**src/ocsr_pkg.sv**
```systemverilog
package ocsr_pkg;
    localparam logic [7:0] ADDR_EEPROM_ACCESS  = 8'h04;
    localparam logic [7:0] ADDR_RETRY_LIMITS   = 8'h08;
    localparam logic [7:0] ADDR_CSWAP_DATA     = 8'h0c;
    localparam logic [7:0] ADDR_CSWAP_COMPARE  = 8'h10;
    localparam logic [7:0] ADDR_CSWAP_CONTROL  = 8'h14;
    // Operand registers are read-only in the map; software loads them here
    localparam logic [7:0] ADDR_CSWAP_DATA_LD  = 8'h40;
    localparam logic [7:0] ADDR_CSWAP_CMP_LD   = 8'h44;

    localparam int BIT_ADDR_CLEAR   = 31;
    localparam int BIT_READ_GO      = 25;
    localparam int BIT_CSWAP_DONE   = 31;
    localparam int POS_ROM_VALUE    = 16;
    localparam int POS_PHYS_RETRY   = 8;
    localparam int POS_AT_RESP      = 4;
    localparam int POS_AT_REQ       = 0;

    localparam logic [7:0] OPTION_ROM_WORD_OFFSET = 8'h28;
    localparam logic [7:0] OPTION_ROM_NONE        = 8'h00;
    localparam logic [3:0] RETRY_RESET            = 4'h0;
    localparam logic [1:0] CSR_SEL_RESET          = 2'h0;

    typedef enum logic [1:0] {
        OCSR_BUS_MANAGER_ID      = 2'h0,
        OCSR_BANDWIDTH_AVAILABLE = 2'h1,
        OCSR_CHANNELS_AVAIL_HI   = 2'h2,
        OCSR_CHANNELS_AVAIL_LO   = 2'h3
    } ocsr_resource_t;

    typedef enum logic [1:0] {
        OCSR_ROM_IDLE = 2'b00,
        OCSR_ROM_WAIT = 2'b01
    } ocsr_rom_state_t;

    typedef struct packed {
        logic [7:0]  addr;
        logic [31:0] wdata;
        logic        wr;
        logic        rd;
    } ocsr_bus_req_t;

    typedef struct packed {
        logic       req;
        logic [7:0] addr;
    } ocsr_rom_req_t;
endpackage

```
**src/ocsr_regs.sv**
```systemverilog
`timescale 1ns/1ps
module ocsr_regs (
    input  wire logic                   clock_i,
    input  wire logic                   rst_n_i,
    input  wire ocsr_pkg::ocsr_bus_req_t bus_i,
    output logic [31:0]                 rdata_o,
    input  wire logic                   eeprom_detect_i,
    output logic                        eeprom_present_flag_o,
    output ocsr_pkg::ocsr_rom_req_t     rom_req_o,
    input  wire logic                   rom_ack_i,
    input  wire logic [7:0]             rom_data_i,
    output logic [3:0]                  phys_response_retry_max_o,
    output logic [3:0]                  at_response_retry_max_o,
    output logic [3:0]                  at_request_retry_max_o,
    output logic [31:0]                 bus_manager_id_o,
    output logic [31:0]                 bandwidth_available_o,
    output logic [31:0]                 channels_available_hi_o,
    output logic [31:0]                 channels_available_lo_o
);
    ocsr_pkg::ocsr_rom_state_t state_reg, state_next;
    logic        started_reg;
    logic        ptr_load_reg;
    logic        rom_addr_clear_reg;
    logic        rom_byte_read_go_reg;
    logic [7:0]  rom_addr_reg;
    logic [7:0]  rom_byte_value_reg;
    logic [7:0]  option_rom_pointer_reg;
    logic        eeprom_present_reg;
    logic [11:0] retry_reg;
    logic [31:0] cswap_data_reg;
    logic [31:0] cswap_cmp_reg;
    logic        compare_swap_done_reg;
    logic [1:0]  csr_resource_select_reg;
    logic [31:0] csr_res_reg [4];
    logic [31:0] rdata_next;

    wire wr_access  = bus_i.wr && bus_i.addr == ocsr_pkg::ADDR_EEPROM_ACCESS;
    wire wr_retry   = bus_i.wr && bus_i.addr == ocsr_pkg::ADDR_RETRY_LIMITS;
    wire wr_control = bus_i.wr && bus_i.addr == ocsr_pkg::ADDR_CSWAP_CONTROL;
    wire wr_data_ld = bus_i.wr && bus_i.addr == ocsr_pkg::ADDR_CSWAP_DATA_LD;
    wire wr_cmp_ld  = bus_i.wr && bus_i.addr == ocsr_pkg::ADDR_CSWAP_CMP_LD;
    wire go_set     = wr_access && bus_i.wdata[ocsr_pkg::BIT_READ_GO];
    wire clr_set    = wr_access && bus_i.wdata[ocsr_pkg::BIT_ADDR_CLEAR];
    wire rom_done   = state_reg == ocsr_pkg::OCSR_ROM_WAIT && rom_ack_i;
    wire byte_done  = rom_done && !ptr_load_reg;
    wire ptr_done   = rom_done && ptr_load_reg;
    // Pointer fetch runs once after reset when an EEPROM is detected, ahead of any software read
    wire ptr_start  = eeprom_present_reg && !started_reg;
    wire byte_start = rom_byte_read_go_reg && !rom_addr_clear_reg && started_reg;
    wire [31:0] sel_value = csr_res_reg[bus_i.wdata[1:0]];
    wire        swap_hit  = sel_value == cswap_cmp_reg;

    wire [31:0] access_word  = {rom_addr_clear_reg, 5'h00, rom_byte_read_go_reg, 1'b0,
                                rom_byte_value_reg, 8'h00, option_rom_pointer_reg};
    wire [31:0] retry_word   = {16'h0000, 4'h0, retry_reg};
    wire [31:0] control_word = {compare_swap_done_reg, 29'h00000000, csr_resource_select_reg};

    always_comb begin
        state_next = state_reg;
        case (state_reg)
            ocsr_pkg::OCSR_ROM_IDLE: begin
                if ((ptr_start && !started_reg) || byte_start) begin
                    state_next = ocsr_pkg::OCSR_ROM_WAIT;
                end
            end
            ocsr_pkg::OCSR_ROM_WAIT: begin
                if (rom_ack_i) begin
                    state_next = ocsr_pkg::OCSR_ROM_IDLE;
                end
            end
            default: state_next = ocsr_pkg::OCSR_ROM_IDLE;
        endcase
    end

    assign rom_req_o.req  = state_reg == ocsr_pkg::OCSR_ROM_WAIT;
    assign rom_req_o.addr = ptr_load_reg ? ocsr_pkg::OPTION_ROM_WORD_OFFSET : rom_addr_reg;

    always_ff @(posedge clock_i) begin
        if (!rst_n_i) begin
            state_reg <= ocsr_pkg::OCSR_ROM_IDLE;
            started_reg <= 1'b0;
            ptr_load_reg <= 1'b0;
            eeprom_present_reg <= 1'b0;
        end else begin
            state_reg <= state_next;
            // Strap sampled clocked, after reset release
            if (!started_reg && eeprom_detect_i) begin
                eeprom_present_reg <= 1'b1;
            end
            if (ptr_start) begin
                started_reg <= 1'b1;
                ptr_load_reg <= 1'b1;
            end else if (!eeprom_present_reg && !eeprom_detect_i) begin
                started_reg <= 1'b1;
            end
            if (ptr_done) begin
                ptr_load_reg <= 1'b0;
            end
        end
    end

    always_ff @(posedge clock_i) begin
        if (!rst_n_i) begin
            rom_addr_clear_reg <= 1'b0;
            rom_byte_read_go_reg <= 1'b0;
            rom_addr_reg <= 8'h00;
            rom_byte_value_reg <= 8'h00;
            option_rom_pointer_reg <= ocsr_pkg::OPTION_ROM_NONE;
        end else begin
            // Clear takes a cycle; the bit reads one until zeroing is done
            rom_addr_clear_reg <= clr_set;
            if (rom_addr_clear_reg) begin
                rom_addr_reg <= 8'h00;
            end else if (byte_done) begin
                rom_addr_reg <= rom_addr_reg + 8'h01;
            end
            if (go_set) begin
                rom_byte_read_go_reg <= 1'b1;
            end else if (byte_done) begin
                rom_byte_read_go_reg <= 1'b0;
            end
            if (byte_done) begin
                rom_byte_value_reg <= rom_data_i;
            end
            if (ptr_done) begin
                option_rom_pointer_reg <= rom_data_i;
            end
        end
    end

    always_ff @(posedge clock_i) begin
        if (!rst_n_i) begin
            retry_reg <= {ocsr_pkg::RETRY_RESET, ocsr_pkg::RETRY_RESET,
                          ocsr_pkg::RETRY_RESET};
        end else if (wr_retry) begin
            retry_reg <= bus_i.wdata[11:0];
        end
    end

    always_ff @(posedge clock_i) begin
        if (!rst_n_i) begin
            cswap_data_reg <= 32'h00000000;
            cswap_cmp_reg <= 32'h00000000;
            compare_swap_done_reg <= 1'b1;
            csr_resource_select_reg <= ocsr_pkg::CSR_SEL_RESET;
            for (int i = 0; i < 4; i++) begin
                csr_res_reg[i] <= 32'h00000000;
            end
        end else begin
            if (wr_data_ld) begin
                cswap_data_reg <= bus_i.wdata;
            end
            if (wr_cmp_ld) begin
                cswap_cmp_reg <= bus_i.wdata;
            end
            // Swap is single-cycle, so done drops on the write and returns next cycle
            compare_swap_done_reg <= !wr_control;
            if (wr_control) begin
                csr_resource_select_reg <= bus_i.wdata[1:0];
                if (swap_hit) begin
                    csr_res_reg[bus_i.wdata[1:0]] <= cswap_data_reg;
                end
            end
        end
    end

    always_comb begin
        case (bus_i.addr)
            ocsr_pkg::ADDR_EEPROM_ACCESS: rdata_next = access_word;
            ocsr_pkg::ADDR_RETRY_LIMITS:  rdata_next = retry_word;
            ocsr_pkg::ADDR_CSWAP_DATA:    rdata_next = cswap_data_reg;
            ocsr_pkg::ADDR_CSWAP_COMPARE: rdata_next = cswap_cmp_reg;
            ocsr_pkg::ADDR_CSWAP_CONTROL: rdata_next = control_word;
            default:                      rdata_next = 32'h00000000;
        endcase
    end

    logic [31:0] rdata_reg;
    always_ff @(posedge clock_i) begin
        if (!rst_n_i) begin
            rdata_reg <= 32'h00000000;
        end else begin
            rdata_reg <= bus_i.rd ? rdata_next : 32'h00000000;
        end
    end
    assign rdata_o = rdata_reg;

    assign eeprom_present_flag_o     = eeprom_present_reg;
    assign phys_response_retry_max_o = retry_reg[11:8];
    assign at_response_retry_max_o   = retry_reg[7:4];
    assign at_request_retry_max_o    = retry_reg[3:0];
    assign bus_manager_id_o          = csr_res_reg[0];
    assign bandwidth_available_o     = csr_res_reg[1];
    assign channels_available_hi_o   = csr_res_reg[2];
    assign channels_available_lo_o   = csr_res_reg[3];
endmodule // ocsr_regs

```
**config.mk**
```make
export PLATFORM = sky130hd
export DESIGN_NAME = ocsr_regs
export DESIGN_NICKNAME = d
export VERILOG_FILES = /design/src/ocsr_pkg.sv /design/src/ocsr_regs.sv
export SDC_FILE = /design/constraint.sdc
export NUM_CORES = 1
export LEC_CHECK = 0
export ABC_AREA = 1
export BUFFER_PORTS_ARGS = -buffer_cell sky130_fd_sc_hd__buf_2
export CAP_MARGIN = 10
export CORE_ASPECT_RATIO = 0.7
export CORE_UTILIZATION = 46
export CTS_BUF_LIST = sky130_fd_sc_hd__clkbuf_8
export DETAILED_ROUTE_END_ITERATION = 10
export PLACE_DENSITY_LB_ADDON = 0.3
export SYNTH_ARGS = -nofsm -noshare
export SYNTH_HDL_FRONTEND = slang
export SYNTH_SLANG_ARGS = --single-unit
```
**constraint.sdc**
```tcl
create_clock -name clock_i -period 5.6 [get_ports clock_i]
set_input_delay 0.28 -clock clock_i [delete_from_list [all_inputs] [get_ports clock_i]]
set_output_delay 0.28 -clock clock_i [all_outputs]
set_load 0.005 [all_outputs]
```
==> results by group <==
Status
  – Outcome: finished, final reports clean

GRT
  – Gr ovfl total: 0
  – Maximum number of pins on one net before global-route repair: 108
  – First-pass GRT wire length: 57600 um
  – Initial antenna violation count: 2
  – All-layer global routing usage: 0.289
  – Vias in the first global route: between 9000 and 10000

CTS
  – Resized Gates After CTS: 0
  – CTS tree: yes
  – Bufs on Longest Clock Path: 3
  – Num CTS Buffers: 42
  – Clock-pin slew on the worst setup and hold paths: 60 ps
  – # H-tree levels: 2
  – Cts hold-fix bufs: 13
  – Sinks on Clock Net: 269
  – Clock Latency Late Sink: 550 ps
  – Post-CTS Setup Bufs: 0
  – Root Driver: clkbuf_8

Cells and area
  – Design area: 14100 um2
  – Finished Layout Cells: about 2000
  – Final net count: 1683
  – Area grow syn2layout: 19.6%
  – Max reg flops: 128
  – Share of cells above drive strength 1: 0.214

Timing
  – Final slew viol count: 0
  – Fin. Hold Viols: 0
  – Setup Skew: ~22 ps
  – Final Critical Period: between 3000 and 4000 ps
  – Final setup viols: 0
  – RSZ-0062 raised after global routing: false
  – Final period util: 0.629
  – Fin Setup TNS: 0 ps
  – Max frequency: 0.284 GHz
  – Slew margin rel.: 0.305
  – Slew @ Worst Pin: about 1000 ps

Critical path
  – Worst Path Required: 5820 ps
  – CP startpoint kind: input port
  – Reg2reg start: csr_res_reg[2][2]
  – Reg2Reg Capture Point: csr_res_reg[1][24]
  – CP Launch Point: bus_i[2]
  – CP max FO: between 60 and 70
  – WS Path Type: in2reg
  – Reg2reg path depth: 12
  – Setup crit end: csr_res_reg[1][24]
  – Worst R2R Setup Slack: roughly 2100 ps
  – CP endpoint kind: flip-flop
  – WP data arrival: 3740 ps

Yosys
  – Post-synth ARST share: 0
  – Synth top area share: 0.325
  – Syn Nets: 1448
  – Post-synth EDFFs: 128
  – Syn. warnings: 0
  – #FFs+latches synth: 269
  – Most frequent cells after synthesis: 247 x nand2_1, 242 x nor2_1, 165 x inv_1
  – Most numerous cell in the Yosys netlist: nand2_1
  – Synthesized area: 11800 um2
  – Syn Area/Cell: 8.49 um2
  – Post-synthesis sequential area ratio: 0.564
  – Top cell type by total area after synthesis: edfxtp_1
  – Synth Flop Type: dfxtp_1
  – Top post-synthesis cells by area: edfxtp_1 32%, dfxtp_1 24%, nand2_1 7.8%
  – Cell count after synthesis: about 1400
  – Post-synth cell types: 34

Route
  – Post-route ant nets: 0
  – Vias after detailed routing: between 10000 and 15000
  – Drt initial violations: 900
  – Final WL: 39300 um
  – Residual DRC: 0
  – Vias/cell: 5.48
  – Drt pass-1 iters: 6
  – WL/cell: approximately 20 um

Placement
  – Port Buffers: 235
  – Placed cell area: 13200 um2
  – RePlAce Congestion: slightly above 0.9
  – Hpwl dp: between 20000 and 30000 um
  – Placed Cells: 1895

Pwr
  – Leak: 6.05 nW
  – P per Cell Area: 288 nW/um2
  – Peak VDD IR: ~0.17 mV
  – Tot Pwr: 4.07 mW

Die
  – Core box area: ~25000 um2
  – # rows: 48
  – Initial Util: 0.475
  – Full die area: 26400 um2
  – IO Count: 236
  – Die height: 136 um
  – Die W: 194 um

Worst hold path
  – Worst min-delay path category: in2reg
  – Hold Startpoint: bus_i[10]

Run
  – Max-Cap Viols: 0
per-stage QoR:
stage	worst slack [ps]	hold WS [ps]	utilization
3_5_place_dp	1650	461	0.528
5_1_grt	1890	12.3	0.568
6_report	2080	19.9	0.568
3_3_place_gp	1750	454	0.528
2_1_floorplan	1290	404	-
4_1_cts	2180	2.18	0.566
per-layer routing:
| layer | vias to the layer above | wire length [um] | global-route usage |
|---|---|---|---|
| li1 | 5026 | - | - |
| met1 | 5155 | 16700 | 0.406 |
| met2 | 619 | 17600 | 0.454 |
| met3 | 73 | 3880 | 0.0471 |
| met4 | 0 | 996 | 0.0969 |
| met5 | - | 0 | 0 |
cells in the final DEF (no fill, tap or decap), drive strengths merged:
cell and n:
a21oi 106, a221oi 11, a22oi 1, buf 252
bufinv 1, clkbuf 51, clkinv 9, dfxtp 141
diode 2, dlygate4sd3 13, edfxtp 128, ha 1
inv 183, nand2 248, nand3 73, nand3b 1
nand4 7, nor2 245, nor3 38, nor3b 1
nor4 1, o21ai 130, o22ai 14, o311a 1
o311ai 1
worst min-delay path by stage:
stage	endpoint	slack, ps	depth (start not counted)
floorplan	rom_addr_clear_reg	400	2
global placement	rdata_o[1]	450	2
detailed placement	rdata_o[14]	460	2
CTS	retry_reg[5]	2	3
global route	rom_byte_read_go_reg	10	3
finish	retry_reg[8]	20	3
where the power goes:
part	switching, mW	internal, mW	total (mW)
sequential	0.0325	2.09	2.13
combinational	0.193	0.0960	0.289
clock	0.785	0.871	1.66
worst max-delay path, stage by stage:
cell and delay, ps:
buf_2 110, buf_4 600, nor2_1 110, nor2_1 110, o21ai_0 140, nand2_1 90, nand2_1 50, nand2_1 170
nand3_1 150, nor2_1 190, nand3_2 140, nor2_8 190, nand4_4 460, nand2_1 600, buf_4 330
logic make-up (layout without fill, tap and decap cells):
logic type,count (synthesis),in the layout,share of synthesized area
buf+inv,245,509,0.0904
flops,269,269,0.564
fa+ha+maj,1,1,0.00106
simple gates,614,614,0.227
compound gates,264,264,0.118
other cells,0,2,0
final cells by class:
class	instances	area (um2)
Antenna cell	2	5.00
Clock inverter	22	124
Multi-Input combinational cell	879	4140
Clock buffer	51	702
Timing Repair Buffer	265	1470
Inverter	171	642
Tap cell	325	407
Fill cell	2318	10800
Sequential cell	269	6670
(Power assumes the default switching activity.)
